## src/mcms_pkg.sv

```systemverilog
// shared constants and types for the media converter mode select block
package mcms_pkg;
    localparam int CLK_PERIOD_NS = 4;
    localparam int STRAP_DELAY_NS = 3000;
    localparam int STRAP_CYC = (STRAP_DELAY_NS + CLK_PERIOD_NS - 1) / CLK_PERIOD_NS;
    localparam int FLP_PERIOD_NS = 16000000;
    localparam int FLP_PERIOD_CYC = FLP_PERIOD_NS / CLK_PERIOD_NS;
    localparam int FLP_LOSS_NS = 50000000;
    localparam int FLP_LOSS_CYC = FLP_LOSS_NS / CLK_PERIOD_NS;

    localparam logic [4:0] MODE_REG_ADDR = 5'h1E;
    localparam int BIT_HALF_DUPLEX_ADVERT_OFF = 15;
    localparam int BIT_AUTONEG_DISABLE = 14;
    localparam int BIT_SOFT_RESET = 13;
    localparam int BIT_LINK_LOSS_WARNING = 12;
    localparam int BIT_RELAY_MODE_OFF = 11;
    localparam int BIT_FULL_DUPLEX_ADVERT_OFF = 10;
    localparam int BIT_FIXED_RATE = 9;
    localparam int BIT_LOW_RATE_SELECT = 8;
    localparam logic [15:0] MODE_REG_RESET = 16'h0000;
    localparam logic [15:0] MODE_RW_MASK = 16'hDF00;

    localparam logic [1:0] LVL_LOW = 2'h0;
    localparam logic [1:0] LVL_MID = 2'h1;
    localparam logic [1:0] LVL_HIGH = 2'h2;

    localparam int PIN_DUPLEX = 0;
    localparam int PIN_SPEED = 2;
    localparam int PIN_FO_SPEED100 = 4;
    localparam int PIN_FO_AN = 5;
    localparam int PIN_TP_AN = 6;
    localparam int PIN_FO_SIGNAL = 7;
    localparam int PIN_TP_SIGNAL = 8;
    localparam int PIN_POWER_DOWN_N = 9;
    localparam int PIN_COUNT = 10;
    // power-down pin idles high; a zero here would fake a release edge after reset
    localparam logic [PIN_COUNT-1:0] PIN_IDLE = 10'h200;

    localparam logic [1:0] MDIO_OP_WRITE = 2'h1;
    localparam logic [1:0] MDIO_OP_READ = 2'h2;
    localparam logic [5:0] MDIO_PREAMBLE_LEN = 6'h20;
    localparam logic [4:0] MDIO_TA_BIT = 5'h0E;
    localparam logic [4:0] MDIO_FIRST_DATA = 5'h0F;
    localparam logic [4:0] MDIO_LAST_BIT = 5'h1F;

    typedef enum logic [2:0] {
        MCMS_FORCED10 = 3'b000,
        MCMS_FORCED100 = 3'b001,
        MCMS_NT_HALF = 3'b010,
        MCMS_NT_FULL = 3'b011,
        MCMS_TRANSPARENT = 3'b100,
        MCMS_UNDEFINED = 3'b101
    } mcms_mode_t;

    typedef enum logic {
        MCMS_MDIO_IDLE = 1'b0,
        MCMS_MDIO_FRAME = 1'b1
    } mcms_mdio_state_t;
endpackage

```

## src/mcms_reg_if.sv

```systemverilog
// register access carrier between the management slave and the mode core
`timescale 1ns/1ps
interface mcms_reg_if;
    logic wrEn;
    logic [15:0] wrData;
    logic [15:0] rdData;
    modport slave (output wrEn, output wrData, input rdData);
    modport core (input wrEn, input wrData, output rdData);
endinterface

```

## src/mcms_mdio_slave.sv

```systemverilog
// serial management slave serving the mode configuration register
`timescale 1ns/1ps
module mcms_mdio_slave #(
    parameter logic [4:0] PHY_ADDR = 5'h00
) (
    input wire logic clock,
    input wire logic rst_b,
    input wire logic mdc,
    input wire logic mdioIn,
    output logic mdioOut,
    output logic mdioOe,
    mcms_reg_if.slave regBus
);
    logic [2:0] cSync, dSync;
    logic mdcF, mdioF, mdcPrev, next_mdcF, next_mdioF;
    mcms_pkg::mcms_mdio_state_t st, next_st;
    logic [5:0] preCnt, next_preCnt;
    logic [4:0] bitIdx, next_bitIdx;
    logic [13:0] hdr, next_hdr;
    logic [15:0] dataSh, next_dataSh;
    logic next_mdioOut, next_mdioOe, next_wrEn;
    logic [15:0] wrData, next_wrData;
    logic hit, mdcRise;

    // third stage must agree with second before a level counts
    always_comb begin
        next_mdcF = (cSync[1] == cSync[2]) ? cSync[2] : mdcF;
        next_mdioF = (dSync[1] == dSync[2]) ? dSync[2] : mdioF;
    end

    always_ff @(posedge clock or negedge rst_b) begin
        if (!rst_b) begin
            cSync <= 3'h0;
            dSync <= 3'h0;
            mdcF <= 1'b0;
            mdioF <= 1'b0;
            mdcPrev <= 1'b0;
        end else begin
            cSync <= {cSync[1:0], mdc};
            dSync <= {dSync[1:0], mdioIn};
            mdcF <= next_mdcF;
            mdioF <= next_mdioF;
            mdcPrev <= mdcF;
        end
    end

    assign mdcRise = mdcF && !mdcPrev;
    assign hit = (hdr[9:5] == PHY_ADDR) && (hdr[4:0] == mcms_pkg::MODE_REG_ADDR);
    assign regBus.wrData = wrData;

    // preamble suppression is not supported: every frame needs 32 ones
    always_comb begin
        next_st = st;
        next_preCnt = preCnt;
        next_bitIdx = bitIdx;
        next_hdr = hdr;
        next_dataSh = dataSh;
        next_mdioOut = mdioOut;
        next_mdioOe = mdioOe;
        next_wrEn = 1'b0;
        next_wrData = wrData;
        if (mdcRise) begin
            unique case (st)
                mcms_pkg::MCMS_MDIO_IDLE: begin
                    if (mdioF) begin
                        if (preCnt != mcms_pkg::MDIO_PREAMBLE_LEN) begin
                            next_preCnt = preCnt + 6'h01;
                        end
                    end else if (preCnt == mcms_pkg::MDIO_PREAMBLE_LEN) begin
                        next_st = mcms_pkg::MCMS_MDIO_FRAME;
                        next_bitIdx = 5'h01;
                        next_hdr = 14'h0000;
                    end else begin
                        next_preCnt = 6'h00;
                    end
                end
                mcms_pkg::MCMS_MDIO_FRAME: begin
                    next_bitIdx = bitIdx + 5'h01;
                    if (bitIdx < mcms_pkg::MDIO_TA_BIT) begin
                        next_hdr = {hdr[12:0], mdioF};
                    end
                    if (hdr[11:10] == mcms_pkg::MDIO_OP_READ && hit) begin
                        if (bitIdx == mcms_pkg::MDIO_TA_BIT) begin
                            next_mdioOe = 1'b1;
                            next_mdioOut = 1'b0;
                            next_dataSh = regBus.rdData;
                        end else if (bitIdx >= mcms_pkg::MDIO_FIRST_DATA
                                     && bitIdx != mcms_pkg::MDIO_LAST_BIT) begin
                            next_mdioOut = dataSh[15];
                            next_dataSh = {dataSh[14:0], 1'b0};
                        end
                    end else if (bitIdx > mcms_pkg::MDIO_FIRST_DATA) begin
                        next_dataSh = {dataSh[14:0], mdioF};
                    end
                    if (bitIdx == mcms_pkg::MDIO_LAST_BIT) begin
                        next_st = mcms_pkg::MCMS_MDIO_IDLE;
                        next_preCnt = 6'h00;
                        next_mdioOe = 1'b0;
                        next_mdioOut = 1'b0;
                        if (hdr[11:10] == mcms_pkg::MDIO_OP_WRITE && hit) begin
                            next_wrEn = 1'b1;
                            next_wrData = {dataSh[14:0], mdioF};
                        end
                    end
                end
            endcase
        end
    end

    always_ff @(posedge clock or negedge rst_b) begin
        if (!rst_b) begin
            st <= mcms_pkg::MCMS_MDIO_IDLE;
            preCnt <= 6'h00;
            bitIdx <= 5'h00;
            hdr <= 14'h0000;
            dataSh <= 16'h0000;
            mdioOut <= 1'b0;
            mdioOe <= 1'b0;
            regBus.wrEn <= 1'b0;
            wrData <= 16'h0000;
        end else begin
            st <= next_st;
            preCnt <= next_preCnt;
            bitIdx <= next_bitIdx;
            hdr <= next_hdr;
            dataSh <= next_dataSh;
            mdioOut <= next_mdioOut;
            mdioOe <= next_mdioOe;
            regBus.wrEn <= next_wrEn;
            wrData <= next_wrData;
        end
    end
endmodule

```

## src/mcms_mode_select.sv

```systemverilog
// operating mode select and non-transparent negotiation control
// Function
// - mode comes from pins at power up, later from register 30 writes.
// - speed low or bits 1,1,1 give forced 10 with negotiation off.
// - speed high or bits 1,1,0 give forced 100 with negotiation off.
// - link loss warning may be enabled in forced modes.
// - speed mid or bits 0,0,0 enable both speeds, transparent or not.
// - duplex low or relay off, half on, full off: non-transparent half.
// - duplex high or relay off, both advert bits clear: non-transparent full/half.
// - non-transparent needs duplex set, copper negotiates, fiber not, both speeds.
// - copper transmitter stays off until both inputs see signal.
// - fiber transmitter stays on, carrying copper input.
// - copper bursts start own bursts with fiber speed and chosen duplex.
// - keep bursting while copper bursts keep arriving.
// - half mode advertises half duplex only; paths stay independent.
// - only speed and duplex are advertised.
// - link loss warning cannot be enabled in non-transparent modes.
// - pins latched a few microseconds after reset, power-down release, reset bit.
// - duplex and speed pins both floating give transparent mode.
// - management writes override pin-latched values.
`timescale 1ns/1ps
module mcms_mode_select #(
    parameter logic [4:0] PHY_ADDR = 5'h00,
    parameter int unsigned FLP_PERIOD_CYC = mcms_pkg::FLP_PERIOD_CYC,
    parameter int unsigned FLP_LOSS_CYC = mcms_pkg::FLP_LOSS_CYC
) (
    input wire logic clock,
    input wire logic rst_b,
    input wire logic mdc,
    input wire logic mdioIn,
    input wire logic [1:0] speedPin,
    input wire logic [1:0] duplexPin,
    input wire logic power_down_n,
    input wire logic tpSignal,
    input wire logic foSignal,
    input wire logic tpAnCapable,
    input wire logic foAnCapable,
    input wire logic foSpeed100,
    input wire logic tpFlpSeen,
    output logic mdioOut,
    output logic mdioOe,
    output mcms_pkg::mcms_mode_t opMode,
    output logic ntActive,
    output logic tpTxEnable,
    output logic foTxEnable,
    output logic liwEnable,
    output logic advert100,
    output logic advert10,
    output logic full_duplex_advert_off,
    output logic half_duplex_advert_off,
    output logic flpBurst
);
    localparam int NP = mcms_pkg::PIN_COUNT;
    logic [NP-1:0] pinRaw, s1, s2, s3, pinF, next_pinF;
    logic [1:0] spdL, dupL;
    mcms_reg_if regBus ();
    assign pinRaw = {power_down_n, tpSignal, foSignal, tpAnCapable, foAnCapable,
                     foSpeed100, speedPin, duplexPin};
    for (genvar gi = 0; gi < NP; gi++) begin : g_sync
        always_ff @(posedge clock or negedge rst_b) begin
            if (!rst_b) begin
                s1[gi] <= mcms_pkg::PIN_IDLE[gi];
                s2[gi] <= mcms_pkg::PIN_IDLE[gi];
                s3[gi] <= mcms_pkg::PIN_IDLE[gi];
            end else begin
                s1[gi] <= pinRaw[gi];
                s2[gi] <= s1[gi];
                s3[gi] <= s2[gi];
            end
        end
        always_comb begin
            next_pinF[gi] = (s2[gi] == s3[gi]) ? s3[gi] : pinF[gi];
        end
    end
    always_ff @(posedge clock or negedge rst_b) begin
        if (!rst_b) begin
            pinF <= mcms_pkg::PIN_IDLE;
        end else begin
            pinF <= next_pinF;
        end
    end
    assign spdL = pinF[mcms_pkg::PIN_SPEED +: 2];
    assign dupL = pinF[mcms_pkg::PIN_DUPLEX +: 2];
    mcms_mdio_slave #(.PHY_ADDR(PHY_ADDR)) u_mdio (
        .clock(clock),
        .rst_b(rst_b),
        .mdc(mdc),
        .mdioIn(mdioIn),
        .mdioOut(mdioOut),
        .mdioOe(mdioOe),
        .regBus(regBus)
    );
    // strap latch sequencing
    logic latchPending, next_latchPending, pdPrev, latchNow, resetWrite, pdRise;
    logic [9:0] strapCnt, next_strapCnt;
    assign pdRise = pinF[mcms_pkg::PIN_POWER_DOWN_N] && !pdPrev;
    assign resetWrite = regBus.wrEn && regBus.wrData[mcms_pkg::BIT_SOFT_RESET];
    assign latchNow = latchPending && strapCnt == 10'(mcms_pkg::STRAP_CYC - 1);
    always_comb begin
        next_latchPending = latchPending;
        next_strapCnt = strapCnt;
        if (pdRise || resetWrite) begin
            next_latchPending = 1'b1;
            next_strapCnt = 10'h000;
        end else if (latchNow) begin
            next_latchPending = 1'b0;
        end else if (latchPending) begin
            next_strapCnt = strapCnt + 10'h001;
        end
    end
    always_ff @(posedge clock or negedge rst_b) begin
        if (!rst_b) begin
            latchPending <= 1'b1;
            strapCnt <= 10'h000;
            pdPrev <= 1'b1;
        end else begin
            latchPending <= next_latchPending;
            strapCnt <= next_strapCnt;
            pdPrev <= pinF[mcms_pkg::PIN_POWER_DOWN_N];
        end
    end
    // mode register
    logic [15:0] modeReg, next_modeReg;
    always_comb begin
        next_modeReg = modeReg;
        if (latchNow) begin
            // both pins decoded as one pair
            next_modeReg[mcms_pkg::BIT_AUTONEG_DISABLE] = spdL != mcms_pkg::LVL_MID;
            next_modeReg[mcms_pkg::BIT_FIXED_RATE] = spdL != mcms_pkg::LVL_MID;
            next_modeReg[mcms_pkg::BIT_LOW_RATE_SELECT] = spdL == mcms_pkg::LVL_LOW;
            // duplex high means full and half
            next_modeReg[mcms_pkg::BIT_RELAY_MODE_OFF] = dupL != mcms_pkg::LVL_MID;
            next_modeReg[mcms_pkg::BIT_FULL_DUPLEX_ADVERT_OFF] = dupL == mcms_pkg::LVL_LOW;
            next_modeReg[mcms_pkg::BIT_HALF_DUPLEX_ADVERT_OFF] = 1'b0;
        end
        if (regBus.wrEn) begin
            next_modeReg = regBus.wrData & mcms_pkg::MODE_RW_MASK;
        end
    end
    always_ff @(posedge clock or negedge rst_b) begin
        if (!rst_b) begin
            modeReg <= mcms_pkg::MODE_REG_RESET;
        end else begin
            modeReg <= next_modeReg;
        end
    end
    // reset bit reads back while the latch delay runs
    always_comb begin
        regBus.rdData = modeReg;
        regBus.rdData[mcms_pkg::BIT_SOFT_RESET] = latchPending;
    end
    // mode decode and path control, recomputed every cycle so a write reaches the outputs two clocks after wrEn
    mcms_pkg::mcms_mode_t next_opMode;
    logic next_ntActive, next_tpTx, next_liw, an, fx, lo, ro;
    assign an = modeReg[mcms_pkg::BIT_AUTONEG_DISABLE];
    assign fx = modeReg[mcms_pkg::BIT_FIXED_RATE];
    assign lo = modeReg[mcms_pkg::BIT_LOW_RATE_SELECT];
    assign ro = modeReg[mcms_pkg::BIT_RELAY_MODE_OFF];
    always_comb begin
        if (an && fx) begin
            next_opMode = lo ? mcms_pkg::MCMS_FORCED10 : mcms_pkg::MCMS_FORCED100;
        end else if (!an && !fx && !lo && !modeReg[mcms_pkg::BIT_HALF_DUPLEX_ADVERT_OFF]) begin
            if (!ro) begin
                next_opMode = modeReg[mcms_pkg::BIT_FULL_DUPLEX_ADVERT_OFF]
                              ? mcms_pkg::MCMS_UNDEFINED : mcms_pkg::MCMS_TRANSPARENT;
            end else if (modeReg[mcms_pkg::BIT_FULL_DUPLEX_ADVERT_OFF]) begin
                next_opMode = mcms_pkg::MCMS_NT_HALF;
            end else begin
                next_opMode = mcms_pkg::MCMS_NT_FULL;
            end
        end else begin
            next_opMode = mcms_pkg::MCMS_UNDEFINED;
        end
        next_ntActive = (next_opMode == mcms_pkg::MCMS_NT_HALF
                         || next_opMode == mcms_pkg::MCMS_NT_FULL)
                        && pinF[mcms_pkg::PIN_TP_AN] && !pinF[mcms_pkg::PIN_FO_AN];
        next_tpTx = !next_ntActive
                    || (pinF[mcms_pkg::PIN_TP_SIGNAL] && pinF[mcms_pkg::PIN_FO_SIGNAL]);
        next_liw = modeReg[mcms_pkg::BIT_LINK_LOSS_WARNING]
                   && (next_opMode == mcms_pkg::MCMS_FORCED10
                       || next_opMode == mcms_pkg::MCMS_FORCED100);
    end
    always_ff @(posedge clock or negedge rst_b) begin
        if (!rst_b) begin
            opMode <= mcms_pkg::MCMS_TRANSPARENT;
            ntActive <= 1'b0;
            tpTxEnable <= 1'b0;
            foTxEnable <= 1'b0;
            liwEnable <= 1'b0;
            advert100 <= 1'b0;
            advert10 <= 1'b0;
            full_duplex_advert_off <= 1'b0;
            half_duplex_advert_off <= 1'b0;
        end else begin
            opMode <= next_opMode;
            ntActive <= next_ntActive;
            tpTxEnable <= next_tpTx;
            foTxEnable <= 1'b1;
            liwEnable <= next_liw;
            advert100 <= pinF[mcms_pkg::PIN_FO_SPEED100];
            advert10 <= !pinF[mcms_pkg::PIN_FO_SPEED100];
            full_duplex_advert_off <= !modeReg[mcms_pkg::BIT_FULL_DUPLEX_ADVERT_OFF];
            half_duplex_advert_off <= !modeReg[mcms_pkg::BIT_HALF_DUPLEX_ADVERT_OFF];
        end
    end
    // own burst generation; the partner decides when the link is settled
    logic flpActive, next_flpActive, next_flpBurst;
    logic [23:0] flpTimer, next_flpTimer, lossTimer, next_lossTimer;
    always_comb begin
        next_flpActive = flpActive;
        next_flpTimer = flpTimer;
        next_lossTimer = lossTimer;
        next_flpBurst = 1'b0;
        if (!ntActive) begin
            next_flpActive = 1'b0;
            next_flpTimer = 24'h000000;
            next_lossTimer = 24'h000000;
        end else if (tpFlpSeen && !flpActive) begin
            next_flpActive = 1'b1;
            next_flpBurst = 1'b1;
            next_flpTimer = 24'h000000;
            next_lossTimer = 24'h000000;
        end else if (flpActive) begin
            next_lossTimer = tpFlpSeen ? 24'h000000 : lossTimer + 24'h000001;
            if (!tpFlpSeen && lossTimer == 24'(FLP_LOSS_CYC - 1)) begin
                next_flpActive = 1'b0;
            end else if (flpTimer == 24'(FLP_PERIOD_CYC - 1)) begin
                next_flpBurst = 1'b1;
                next_flpTimer = 24'h000000;
            end else begin
                next_flpTimer = flpTimer + 24'h000001;
            end
        end
    end
    always_ff @(posedge clock or negedge rst_b) begin
        if (!rst_b) begin
            flpActive <= 1'b0;
            flpTimer <= 24'h000000;
            lossTimer <= 24'h000000;
            flpBurst <= 1'b0;
        end else begin
            flpActive <= next_flpActive;
            flpTimer <= next_flpTimer;
            lossTimer <= next_lossTimer;
            flpBurst <= next_flpBurst;
        end
    end
    forced_ten_a: assert property (@(posedge clock) disable iff (!rst_b)
        (an && fx && lo) |=> opMode == mcms_pkg::MCMS_FORCED10)
        else $error("forced 10 bits did not select forced 10");
    tp_gate_a: assert property (@(posedge clock) disable iff (!rst_b)
        (ntActive && tpTxEnable) |-> $past(pinF[mcms_pkg::PIN_TP_SIGNAL], 1)
                                     && $past(pinF[mcms_pkg::PIN_FO_SIGNAL], 1))
        else $error("copper transmitter enabled without both signals");
    fo_on_a: assert property (@(posedge clock) disable iff (!rst_b)
        ntActive |-> foTxEnable)
        else $error("fiber transmitter off in non-transparent mode");
    liw_block_a: assert property (@(posedge clock) disable iff (!rst_b)
        liwEnable |-> !ntActive && (opMode == mcms_pkg::MCMS_FORCED10
                                    || opMode == mcms_pkg::MCMS_FORCED100))
        else $error("link loss warning enabled outside forced modes");
    half_only_a: assert property (@(posedge clock) disable iff (!rst_b)
        (opMode == mcms_pkg::MCMS_NT_HALF) |-> !full_duplex_advert_off && half_duplex_advert_off)
        else $error("half mode advertised full duplex");
    burst_cause_a: assert property (@(posedge clock) disable iff (!rst_b)
        flpBurst |-> $past(ntActive, 1) && ($past(flpActive, 1) || $past(tpFlpSeen, 1)))
        else $error("burst sent without partner bursts");
    write_wins_a: assert property (@(posedge clock) disable iff (!rst_b)
        regBus.wrEn |=> modeReg == ($past(regBus.wrData) & mcms_pkg::MODE_RW_MASK))
        else $error("management write did not take precedence");
    strap_mid_a: assert property (@(posedge clock) disable iff (!rst_b)
        (latchNow && !regBus.wrEn && dupL == mcms_pkg::LVL_MID
         && spdL == mcms_pkg::LVL_MID) |=> ##1 opMode == mcms_pkg::MCMS_TRANSPARENT)
        else $error("floating pins did not give transparent mode");
endmodule

```

## config.mk

```make
export PLATFORM = sky130hd
export DESIGN_NAME = mcms_mode_select
export DESIGN_NICKNAME = d
export VERILOG_FILES = /design/src/mcms_pkg.sv /design/src/mcms_reg_if.sv /design/src/mcms_mdio_slave.sv /design/src/mcms_mode_select.sv
export SDC_FILE = /design/constraint.sdc
export NUM_CORES = 1
export LEC_CHECK = 0
export BUFFER_PORTS_ARGS = -buffer_cell sky130_fd_sc_hd__buf_2
export CAP_MARGIN = 20
export CORE_MARGIN = 3
export CORE_UTILIZATION = 45
export DETAILED_ROUTE_END_ITERATION = 10
export HOLD_SLACK_MARGIN = 0.1
export SLEW_MARGIN = 5
export SYNTH_ARGS = -nofsm -noshare
export SYNTH_HDL_FRONTEND = slang
export SYNTH_SLANG_ARGS = --single-unit
```

## constraint.sdc

```tcl
create_clock -name clock -period 5 [get_ports clock]
set_input_delay 0.75 -clock clock [delete_from_list [all_inputs] [get_ports clock]]
set_output_delay 0.75 -clock clock [all_outputs]
set_load 0.02 [all_outputs]
```

======== Yosys cells after proc, flatten, opt, wreduce, memory -nomap -nowiden ========
Index checks and enable logic that the tools add are counted.
word-level totals
  bits in registers ....................... 188
  bits of input ports ..................... 15
  logic and storage cells ................. 236
cells by class
  add/sub/neg operators ................... 5
  $lt $le $gt $ge ......................... 3
  equality and inequality tests ........... 38
  multiplexer cells ....................... 63
  bitwise gates (word level) .............. 1
  reductions and logical operators ........ 54
operators with widths
  cell                                                                     number
  24-bit 2-to-1 mux                                                        9
  16-bit 2-to-1 mux                                                        5
  24-bit by 1-bit adder with 24-bit output, second input constant          2
  12-bit 2-to-1 mux                                                        3
  10-bit 2-to-1 mux                                                        3
  1-bit 2-to-1 mux                                                         28
  24-bit by 22-bit equality test with 1-bit output, second input constant  1
  24-bit equality test, second input constant                              1
  6-bit 2-to-1 mux                                                         4
  12-bit one-hot mux with 2 select lines                                   1
  4-bit AND reduction                                                      6
  1-bit logical AND                                                        18
  1-bit equality test                                                      12
  1-bit logical NOT                                                        12
  6-bit one-hot mux with 2 select lines                                    1
  2-bit nonzero test                                                       6
  10-bit by 1-bit adder with 10-bit output, second input constant          1
  10-bit equality test, second input constant                              1
  5-bit equality test, second input constant                               2
  5-bit 2-to-1 mux                                                         2
  5-bit one-hot mux with 2 select lines                                    1
  3-bit 2-to-1 mux                                                         3
  3-bit != test, second input constant                                     3
  2-bit by 1-bit != test with 1-bit output, second input constant          4
  27 further kinds                                                         35

======== Longest topological paths before layout ========
Gate-level depths: netlist (run 1).
  depth after elaboration ................. 12
  depth in mapped cells ................... 8

======== Hierarchy ========
A second synthesis (run 1) with hierarchy kept.
second synthesis, totals
  cell total of the unflattened synthesis .. 729
  area, all modules ....................... 8195.4 µm²
by module, submodules not included
  module            instances  cells each  area each (µm²)  sequential area each (µm²)
  mcms_mode_select  1          463         5099.9           3011.6
  mcms_mdio_slave   1          266         3095.5           1701.6

======== Least setup slack after synthesis (run 1) ========
OpenSTA, ideal clock, no wires.
  path kind ............................... register to register
  start ................................... register u_mdio.hdr[6]
  end ..................................... register u_mdio.dataSh[13]
  setup time .............................. 0.125 ns
  data arrival time ....................... 2.254 ns
  slack ................................... 2.621 ns
  cell stages (with the launch flop) ...... 7
  path buffers ............................ 1
  clock period less this slack ............ 2.379 ns
  cells stage by stage .................... dfrtp_1 or4_4 nor4_1 nand3_1 a21oi_4 buf_6 mux2_4
on the way
  longest elaborated chain between the ends .. 5
RTL lines
  element                                                               line                    source
  start, declared                                                       mcms_mdio_slave.sv:19   logic [13:0] hdr, next_hdr;
  start signal, assigned                                                mcms_mdio_slave.sv:125  hdr <= next_hdr;
  5-bit logical NOT (*)                                                 mcms_mdio_slave.sv:48   assign hit = (hdr[9:5] == PHY_ADDR) && (hdr[4:0] == mcms_pkg::MODE_REG_ADDR);
  1-bit logical AND (*)                                                 mcms_mdio_slave.sv:48
  1-bit logical AND (*)                                                 mcms_mdio_slave.sv:82   if (hdr[11:10] == mcms_pkg::MDIO_OP_READ && hit) begin
  3-bit != test (no source line) or 2-bit nonzero test (tied branches)  -
  4-bit AND reduction (no source line)                                  -
  end signal, assigned                                                  mcms_mdio_slave.sv:126  dataSh <= next_dataSh;
  end, declared                                                         mcms_mdio_slave.sv:20   logic [15:0] dataSh, next_dataSh;
Mark *: on every way between the ends. The rest lies on a longest branch, timed or not.
A chain may end at the register's enable or synchronous reset.

======== Worst setup path after layout (run 1) ========
  start ................................... register lossTimer[0]
  end ..................................... register flpTimer[17]
on the way
  longest elaborated chain between the ends .. 4
RTL lines
  element                               line                     source
  start, declared                       mcms_mode_select.sv:208  logic [23:0] flpTimer, next_flpTimer, lossTimer, next_lossTimer;
  start signal, assigned                mcms_mode_select.sv:244  lossTimer <= next_lossTimer;
  24-bit equality test                  mcms_mode_select.sv:225  if (!tpFlpSeen && lossTimer == 24'(FLP_LOSS_CYC - 1)) begin
  1-bit logical AND                     mcms_mode_select.sv:225
  3-bit != test (no source line)        -
  2-bit AND reduction (no source line)  -
  end signal, assigned                  mcms_mode_select.sv:243  flpTimer <= next_flpTimer;
  end, declared                         mcms_mode_select.sv:208
Every way passes these cells.

==> key figures, run 1 <==
Outcome
  – Outcome: complete, no violations

Synth
  – Summed instance area of the synthesized netlist: around 8000 µm²
  – Unique masters post-synth: between 60 and 70
  – Most area-hungry cell type in the Yosys netlist: dfrtp_1
  – Cell count after synthesis: approximately 730
  – FFs w/ async S/R, synth: 100%
  – Flop and latch count out of synthesis: 180
  – Leading register cell type out of synthesis: dfrtp_1
  – Fraction of synthesized cell area taken by the top area cell type: between 50% and 60%
  – Fraction of the yosys area taken by sequential cells: 56.5%
  – Post-synthesis area per instance: about 11 µm²
  – Leading post-synthesis cells by cell area: dfrtp_1, nand2_1, mux2i_1
  – Count of flip-flops with a built-in enable after synthesis: 0
  – Post-Syn Nets: ~750
  – Yosys Warn Count: 0

Place
  – Worst Setup Slack post-DPL: roughly 1.8 ns
  – Placed standard-cell area: around 8300 µm²
  – Global placer's final weighted congestion: ~0.8
  – Post-Place Cells: 960
  – Final HPWL from detailed placement: a little over 10 mm
  – Port-buffer cells: 28

Floorplan
  – Chip width: 139 µm
  – Height of the chip: between 100 and 150 µm
  – Die area: ~19,000 µm²
  – Ports: 29
  – Number of placement rows: 48
  – Area of the core: 17,400 µm²
  – Initial core utilization: between 40% and 50%

Critical path
  – Crit-path cells: ha_1, nand4_1, nor4b_1, a21oi_1, nand2_1, o41ai_1
  – Critical path peak fanout: 18
  – Worst path slowest cell: a21oi_1
  – Launching element type of the critical path: flop
  – Worst setup path class: reg -> reg
  – Kind of cell adding the most delay to the critical path: compound AO/OA/AOI/OAI gates
  – Delay contributed by the slowest stage of the critical path: between 0.8 and 0.9 ns
  – Data required time of the worst path: 5.31 ns
  – Critical path buffer and inverter count: 0
  – Worst Setup End Kind: flop
  – Data arrival time at the worst-slack endpoint: 3.53 ns

Drt
  – Via density per instance: ~5.6
  – Average detailed-routed wire length per instance: roughly 15 µm
  – Via count: ~5,500
  – First-pass iteration count of the detailed router: 5
  – Starting DRC count in detailed routing: around 400
  – Number of routed nets with antenna violations: 0
  – Count of unresolved DRC violations after routing: 0
  – Total wirelength of the detailed-routed design: roughly 15 mm

CTS
  – Clock tree root driver cell: clkbuf_16
  – Clock sink count: 180
  – TritonCTS clock tree: done
  – Setup fix buffers added after clock tree synthesis: 0
  – Clock insertion delay at the later pin of the skew report: around 0.43 ns
  – Buffer depth of the longest clock path: 2
  – Number of clock buffers inserted by TritonCTS: 17
  – Hold-fix buffers at CTS: 0
  – Clock-pin slew reported for the worst setup and hold paths after clock tree synthesis: around 0.07 ns
  – Cells resized by post-CTS repair: 0
  – CTS H-tree lvls: 4

Cells and area
  – Area growth from synthesis to final layout: 11.7%
  – Most frequent cells in the layout: dfrtp_1, nand2_1, nor2_1, inv_1, o21ai_0
  – Fillers: about 1,500
  – Post-Layout Inst Area: between 8000 and 9000 µm²
  – Antenna fix cells: 0
  – Leading cell type in the layout, fill and taps excluded: dfrtp_1
  – Sequential cell area: around 4500 µm²
  – Layout net count: between 700 and 800
  – Filler-free cell count of the finished design: approximately 990
  – Area occupied by multi-input gates: around 3200 µm²
  – Share of post-route cells with drive strength above 1: between 10% and 20%

Worst hold path
  – Worst min path class: reg -> reg

Pwr
  – P per Cell Area: about 350 nW/µm²
  – Lkg Pwr: 3.75 nW
  – Worst vdd ir: between 0.0002 and 0.00025 V
  – Total power: ~3.1 mW

Timing
  – Part of the cycle the worst path needs: about 64%
  – Number of slew-limit violations in the final report: 0
  – Worst rel slew slack: about 25%
  – Worst-margin pin slew: between 1 and 1.5 ns
  – Fmax achieved: 311 MHz
  – Final hold vios: 0
  – Final setup violation count: 0
  – Setup Total Neg Slack: 0 ns
  – Max Clock Skew: roughly 0.015 ns
  – Worst setup slack after layout: between 1.5 and 2 ns
  – Min cycle time layout: approximately 3.2 ns
  – Setup repair after global routing missed its margin: false

GRT
  – Largest net degree at the start of global routing: 104
  – Total congestion overflow after global routing: 0
  – Total Routing Usage GR: about 16%
  – Global-route wire length before repair: ~26 mm
  – Antenna violations before repair: 0
  – Number of global-route vias before repair: 5,545

Run
  – Max Cap Violations: 0
final timing paths:
kind                                   start           end  slack, ns  cells after the start
worst min register to register         s1[4]         s2[4]       0.35                      0
worst min-delay path                   s1[4]         s2[4]       0.35                      0
worst max register to register  lossTimer[0]  flpTimer[17]       1.78                      6
max in group asynchronous              rst_b  latchPending       3.41                      2
min in group asynchronous              rst_b  flpTimer[21]       0.40                      1
worst max-delay path            lossTimer[0]  flpTimer[17]       1.78                      6
sequential cells by signal (all words and copies together), names as in the netlist, 10 cells and up:
name / cells
s1: 10
u_mdio.dataSh: 16
strapCnt: 10
pinF: 10
s3: 10
lossTimer: 24
flpTimer: 24
s2: 10
u_mdio.hdr: 12
stage by stage:
step	hold slack (ns)	util, %
after floorplan	0.331	-
after global placement	0.333	47.9
after detailed placement	0.336	48.0
after CTS	0.353	51.3
after global routing	0.355	51.4
final	0.352	51.4
metal layers:
metal | global-route usage (%) | wire (µm)
met5 | 0 | 0
met4 | 5.36 | 200
met3 | 4.16 | 605
met2 | 26.4 | 7430
met1 | 22.1 | 7030
cell type report:
cell class	count	share of cell area [%]
sequential	180	50.6
multi-input combinational	481	35.8
clock buffer	17	4.77
tap	225	3.16
timing repair buffer	35	2.17
clock inverter	15	1.81
inverter	41	1.72
Yosys cell counts, drive strengths merged (5+ instances only):
library cell  instances
dfrtp               173
nand2                84
nor2                 46
inv                  41
o21ai                31
nand4                27
mux2                 26
nand3                26
mux2i                25
clkbuf               21
xor2                 15
nor3                 14
nor4                 14
xnor2                13
a21oi                12
maj3                 12
or3                  11
and3                 10
ha                   10
o311ai               10
a32oi                 8
or4                   8
dfstp                 7
nand2b                7
buf                   6
o31ai                 6
and2                  5
o41ai                 5
report_power, final:
part	switching [mW]	total [mW]	internal [mW]
Sequential	0.0924	1.62	1.53
Combinational	0.122	0.206	0.0840
Clock	0.624	1.29	0.667
logic make-up after synthesis:
group	count (synthesis)	synth area share (%)
AND/OR/NAND/NOR	278	17.9
flip-flops	180	56.5
AO/OA/AOI/OAI	101	8.79
buffers and inverters	68	3.54
multiplexers	51	7.08
XOR/XNOR	28	3.07
adder cells (fa/ha/maj)	22	3.07
other	1	0.0469
Power figures use the tool's default switching activity.
==> run 2: changes to the inputs <==
clock period = 3.15 ns   (was 5 ns; I/O delays follow)
==> run 2 against run 1 <==
Design area grew 1.2%. Count of clock-buffer cells in the layout grew 1. Worst setup slack lost 1.2 ns. Core utilization grew 0.61 points. Register-to-register slack lost 1.2 ns. Global-route usage grew 0.40 points. Highest routed layer unchanged.
==> key figures, run 2 (synthesis gave the netlist of run 1 again) <==
Timing
  – Setup Total Neg Slack: 0 ns
  – Number of slew-limit violations in the final report: 0
  – Final hold vios: 0
  – Worst setup slack after layout: approximately 0.54 ns
  – Max Clock Skew: about 0.018 ns
  – Worst-margin pin slew: between 0.9 and 1 ns
  – Fmax achieved: around 380 MHz
  – Setup repair after global routing missed its margin: false
  – Part of the cycle the worst path needs: between 80% and 90%
  – Worst rel slew slack: about 33%
  – Min cycle time layout: approximately 2.6 ns
  – Post-route worst hold slack: roughly 0.08 ns
  – Final setup violation count: 0

Place
  – Final HPWL from detailed placement: a little over 10 mm
  – Post-Place Cells: approximately 970
  – Global placer's final weighted congestion: approximately 0.8
  – Worst Setup Slack post-DPL: roughly 0.55 ns
  – Port-buffer cells: 28

Critical path
  – Worst setup path class: reg -> reg
  – Critical path peak fanout: 16
  – Launching element type of the critical path: flop
  – Slack of the worst reg-to-reg path: 0.54 ns
  – Data required time of the worst path: between 3 and 4 ns
  – Data arrival time at the worst-slack endpoint: approximately 2.9 ns
  – Worst Setup End Kind: flop

Cells and area
  – Fillers: roughly 1,500
  – Layout net count: roughly 790
  – Leading registers by flop count: flpTimer x24, lossTimer x24, u_mdio.dataSh x16
  – Share of post-route cells with drive strength above 1: between 10% and 20%
  – Leading cell type in the layout, fill and taps excluded: dfrtp_1
  – Area occupied by multi-input gates: about 3200 µm²
  – Filler-free cell count of the finished design: roughly 1,000
  – Area growth from synthesis to final layout: 13.0%
  – Most frequent cells in the layout: dfrtp_1, nand2_1, nor2_1, inv_1, o21ai_0
  – Antenna fix cells: 0
  – Sequential cell area: about 4500 µm²

Drt
  – Count of unresolved DRC violations after routing: 0
  – Met3 Wirelength: about 340 µm
  – Total wirelength of the detailed-routed design: approximately 16 mm
  – Number of routed nets with antenna violations: 0
  – Via density per instance: between 5 and 6
  – Starting DRC count in detailed routing: 373
  – Sum of routed wire segments on met1: ~7.3 mm
  – First-pass iteration count of the detailed router: 5
  – Average detailed-routed wire length per instance: 15.6 µm
  – Uppermost routed layer: met4
  – Via count: 5,548
  – Wire length on met2: ~7.8 mm

GRT
  – Largest net degree at the start of global routing: a little under 80
  – Antenna violations before repair: 0
  – Total congestion overflow after global routing: 0
  – Global-route wire length before repair: 27.3 mm
  – Total Routing Usage GR: about 17%
  – Number of global-route vias before repair: ~5,600

CTS
  – Clock sink count: 180
  – Clock insertion delay at the later pin of the skew report: around 0.43 ns
  – Hold-fix buffers at CTS: 0
  – Buffer depth of the longest clock path: 2
  – Cells resized by post-CTS repair: 0
  – TritonCTS clock tree: done
  – Clock tree root driver cell: clkbuf_16
  – Clock-pin slew reported for the worst setup and hold paths after clock tree synthesis: ~0.080 ns
  – Setup fix buffers added after clock tree synthesis: 0
  – Number of clock buffers inserted by TritonCTS: 17
  – CTS H-tree lvls: 4

Pwr
  – Lkg Pwr: between 3 and 4 nW
  – Total power: around 5.0 mW
  – P per Cell Area: between 500 and 600 nW/µm²
  – Worst vdd ir: between 0.0003 and 0.0004 V

Floorplan
  – Area of the core: roughly 17,000 µm²
  – Number of placement rows: 48
  – Height of the chip: 139 µm
  – Ports: 29
  – Die area: a little under 20,000 µm²
  – Initial core utilization: roughly 46%
  – Chip width: around 140 µm

Outcome
  – Outcome: complete, no violations

Run
  – Max Cap Violations: 0

Worst hold path
  – Worst min path class: in -> async
==> run 2: cell count changes in the layout (fill, tap and decap cells not counted), sizes merged <==
| cell | previous run | this run |
|---|---|---|
| buf | 34 | 41 |
| clkbuf | 18 | 19 |
| clkinvlp | 3 | 0 |
| inv | 48 | 50 |
==> run 2: through the flow <==
step | util [%] | instance area [µm²]
final | 52.0 | 9030
after global routing | 52.0 | 9030
after CTS | 52.0 | 9020
after detailed placement | 48.4 | 8400
after global placement | 48.4 | 8400
after floorplan | - | 7990
==> run 2: critical path, cell delays in order (launching register included) <==
cell	delay, ns
dfrtp_1	0.40
or4_4	0.57
nor4_1	0.34
nand3_1	0.19
a21oi_4	0.57
mux2_2	0.41
==> run 2: path summary, 6_finish.rpt <==
kind,from,to,cells after the start
hold reg to reg,s1[2],s2[2],0
hold / removal,rst_b,flpTimer[12],1
setup reg to reg,u_mdio.hdr[6],u_mdio.dataSh[0],5
max in group asynchronous,rst_b,latchPending,2
setup / recovery,u_mdio.hdr[6],u_mdio.dataSh[0],5
min in group clock,power_down_n,s1[9],1
==> run 2: power breakdown <==
group          switching [mW]  internal (mW)  total, mW
registers               0.146           2.43       2.58
clock network            1.03           1.10       2.13
logic                   0.196          0.141      0.337
==> run 2: area by class of cell <==
| type | count | share of cell area (%) |
|---|---|---|
| Sequential cell | 180 | 50.0 |
| Multi-Input combinational cell | 481 | 35.4 |
| Clock buffer | 18 | 4.86 |
| Tap cell | 225 | 3.12 |
| Timing Repair Buffer | 42 | 3.01 |
| Clock inverter | 14 | 1.94 |
| Inverter | 41 | 1.70 |
==> run 2: layer usage <==
| layer | global-route usage, % | vias to the layer above |
|---|---|---|
| met5 | 0 | - |
| li1 | - | 2677 |
| met3 | 3.64 | 19 |
| met4 | 4.89 | 0 |
| met1 | 23.1 | 2774 |
| met2 | 27.4 | 78 |
==> run 3: changes to the inputs <==
clock period = 2.65 ns   (was 3.15 ns; I/O delays follow)
==> run 3 against run 2 <==
Non-clock buffer count grew 24. Critical path depth grew 1. Critical path type unchanged. Worst hold slack gained 0.27 ns. Sequential share of layout area shrank 1.1 points. Combinational power grew 39%. Design area grew 2.1%. Count of clock-buffer cells in the layout shrank 1. Largest power group unchanged. Sequential power grew 17%. Final cell count grew 2.4%. Power grew 18%. Sequential cell count is the same. Worst setup slack lost 0.34 ns.
==> key figures, run 3 (synthesis gave the netlist of run 1 again) <==
Place
  – Placed standard-cell area: approximately 8500 µm²
  – Post-Place Cells: 980
  – Global placer's final weighted congestion: between 0.7 and 0.8
  – Final HPWL from detailed placement: approximately 10 mm
  – Port-buffer cells: 28

Timing
  – Number of slew-limit violations in the final report: 0
  – Setup Total Neg Slack: 0 ns
  – Part of the cycle the worst path needs: a little over 90%
  – Worst-margin pin slew: around 0.86 ns
  – Setup repair after global routing missed its margin: false
  – Min cycle time layout: between 2 and 2.5 ns
  – Worst rel slew slack: a little over two fifths
  – Final setup violation count: 0
  – Final hold vios: 0
  – Post-route worst hold slack: ~0.35 ns
  – Fmax achieved: 407 MHz
  – Max Clock Skew: roughly 0.010 ns

GRT
  – Largest net degree at the start of global routing: between 60 and 70
  – Number of global-route vias before repair: 5,486
  – Global-route wire length before repair: approximately 27 mm
  – Total Routing Usage GR: approximately 17%
  – Antenna violations before repair: 0
  – Total congestion overflow after global routing: 0

Floorplan
  – Number of placement rows: between 40 and 50
  – Initial core utilization: a little under half
  – Height of the chip: 139 µm
  – Die area: slightly below 20,000 µm²
  – Chip width: approximately 140 µm
  – Ports: 29
  – Area of the core: ~17,000 µm²

Pwr
  – Worst vdd ir: approximately 0.00047 V
  – P per Cell Area: approximately 650 nW/µm²
  – Lkg Pwr: between 3 and 4 nW

Cells and area
  – Antenna fix cells: 0
  – Most frequent cells in the layout: dfrtp_1, nand2_1, nor2_1, inv_1, o21ai_0
  – Fillers: about 1,500
  – Leading cell type in the layout, fill and taps excluded: dfrtp_1
  – Leading registers by flop count: flpTimer x24, lossTimer x24, u_mdio.dataSh x16
  – Area growth from synthesis to final layout: 15.4%
  – Filler-free cell count of the finished design: just over 1,000
  – Layout net count: 812
  – Post-Layout Inst Area: 9220 µm²
  – Share of post-route cells with drive strength above 1: around 16%

Critical path
  – Data required time of the worst path: around 3.0 ns
  – Worst setup path class: reg -> reg
  – Critical path peak fanout: 12
  – Launching element type of the critical path: flop
  – Data arrival time at the worst-slack endpoint: between 2 and 3 ns
  – Worst Setup End Kind: flop

CTS
  – Number of clock buffers inserted by TritonCTS: 17
  – Buffer depth of the longest clock path: 2
  – Clock insertion delay at the later pin of the skew report: approximately 0.43 ns
  – TritonCTS clock tree: done
  – CTS H-tree lvls: 4
  – Clock-pin slew reported for the worst setup and hold paths after clock tree synthesis: about 0.070 ns
  – Clock sink count: 180
  – Setup fix buffers added after clock tree synthesis: 0
  – Clock tree root driver cell: clkbuf_16

Drt
  – Starting DRC count in detailed routing: roughly 370
  – First-pass iteration count of the detailed router: 5
  – Via density per instance: between 5 and 6
  – Average detailed-routed wire length per instance: approximately 15 µm
  – Count of unresolved DRC violations after routing: 0
  – Total wirelength of the detailed-routed design: ~15 mm
  – Via count: 5,559
  – Number of routed nets with antenna violations: 0

Run
  – Max Cap Violations: 0

Worst hold path
  – Worst min path class: reg -> reg

Outcome
  – Outcome: complete, no violations
==> run 3: final cells by class <==
class | instances | area, µm² | area share, %
Clock inverter | 15 | 158 | 1.71
Timing Repair Buffer | 66 | 489 | 5.31
Tap cell | 225 | 282 | 3.05
Clock buffer | 17 | 425 | 4.61
Sequential cell | 180 | 4510 | 48.9
Inverter | 41 | 154 | 1.67
Multi-Input combinational cell | 481 | 3200 | 34.7
==> run 3: final timing paths <==
check                                   start                to  slack (ns)  cells past startpoint
worst max-delay path            u_mdio.hdr[6]  u_mdio.dataSh[3]        0.19                      6
worst min-delay path                    s1[2]             s2[2]        0.35                      0
worst max register to register  u_mdio.hdr[6]  u_mdio.dataSh[3]        0.19                      6
worst min register to register          s1[2]             s2[2]        0.35                      0
max in group asynchronous               rst_b     lossTimer[20]        1.42                      3
min in group asynchronous               rst_b      flpTimer[15]        0.49                      2
==> run 3: what timing repair did <==
action / CTS / global route
endpoints found under the hold margin: 62 / 0
setup endpoints to repair: 0 / 12
resized for setup: 0 / 2
hold buffers: 13 / 0
==> run 3: report_power, final <==
part	switching (mW)	total (mW)	internal (mW)
logic	0.270	0.467	0.198
clock network	1.14	2.48	1.34
registers	0.140	3.03	2.89
total	1.55	5.98	4.43
==> run 3: per-layer routing <==
layer / track usage, % / vias up / share of wire [%]
li1: - / 2726 / -
met5: 0 / - / 0
met3: 3.20 / 25 / 3.0
met2: 25.6 / 104 / 47
met4: 6.28 / 0 / 1.7
met1: 23.6 / 2704 / 49
==> run 3: through the flow <==
stage	util, %	worst slack, ns	power, mW
floorplan	-	0.271	3.35
global placement	48.9	0.235	3.52
detailed placement	49.0	0.118	3.54
CTS	53.1	0.105	6.07
global route	53.1	0.00738	6.27
finish	53.1	0.190	5.98
==> run 3: worst max-delay path, stage by stage (launching register included) <==
cell     delay, ns
dfrtp_1       0.40
or4_4         0.57
nor4_1        0.35
nand3_1       0.20
a21oi_4       0.43
buf_4         0.24
mux2i_1       0.19
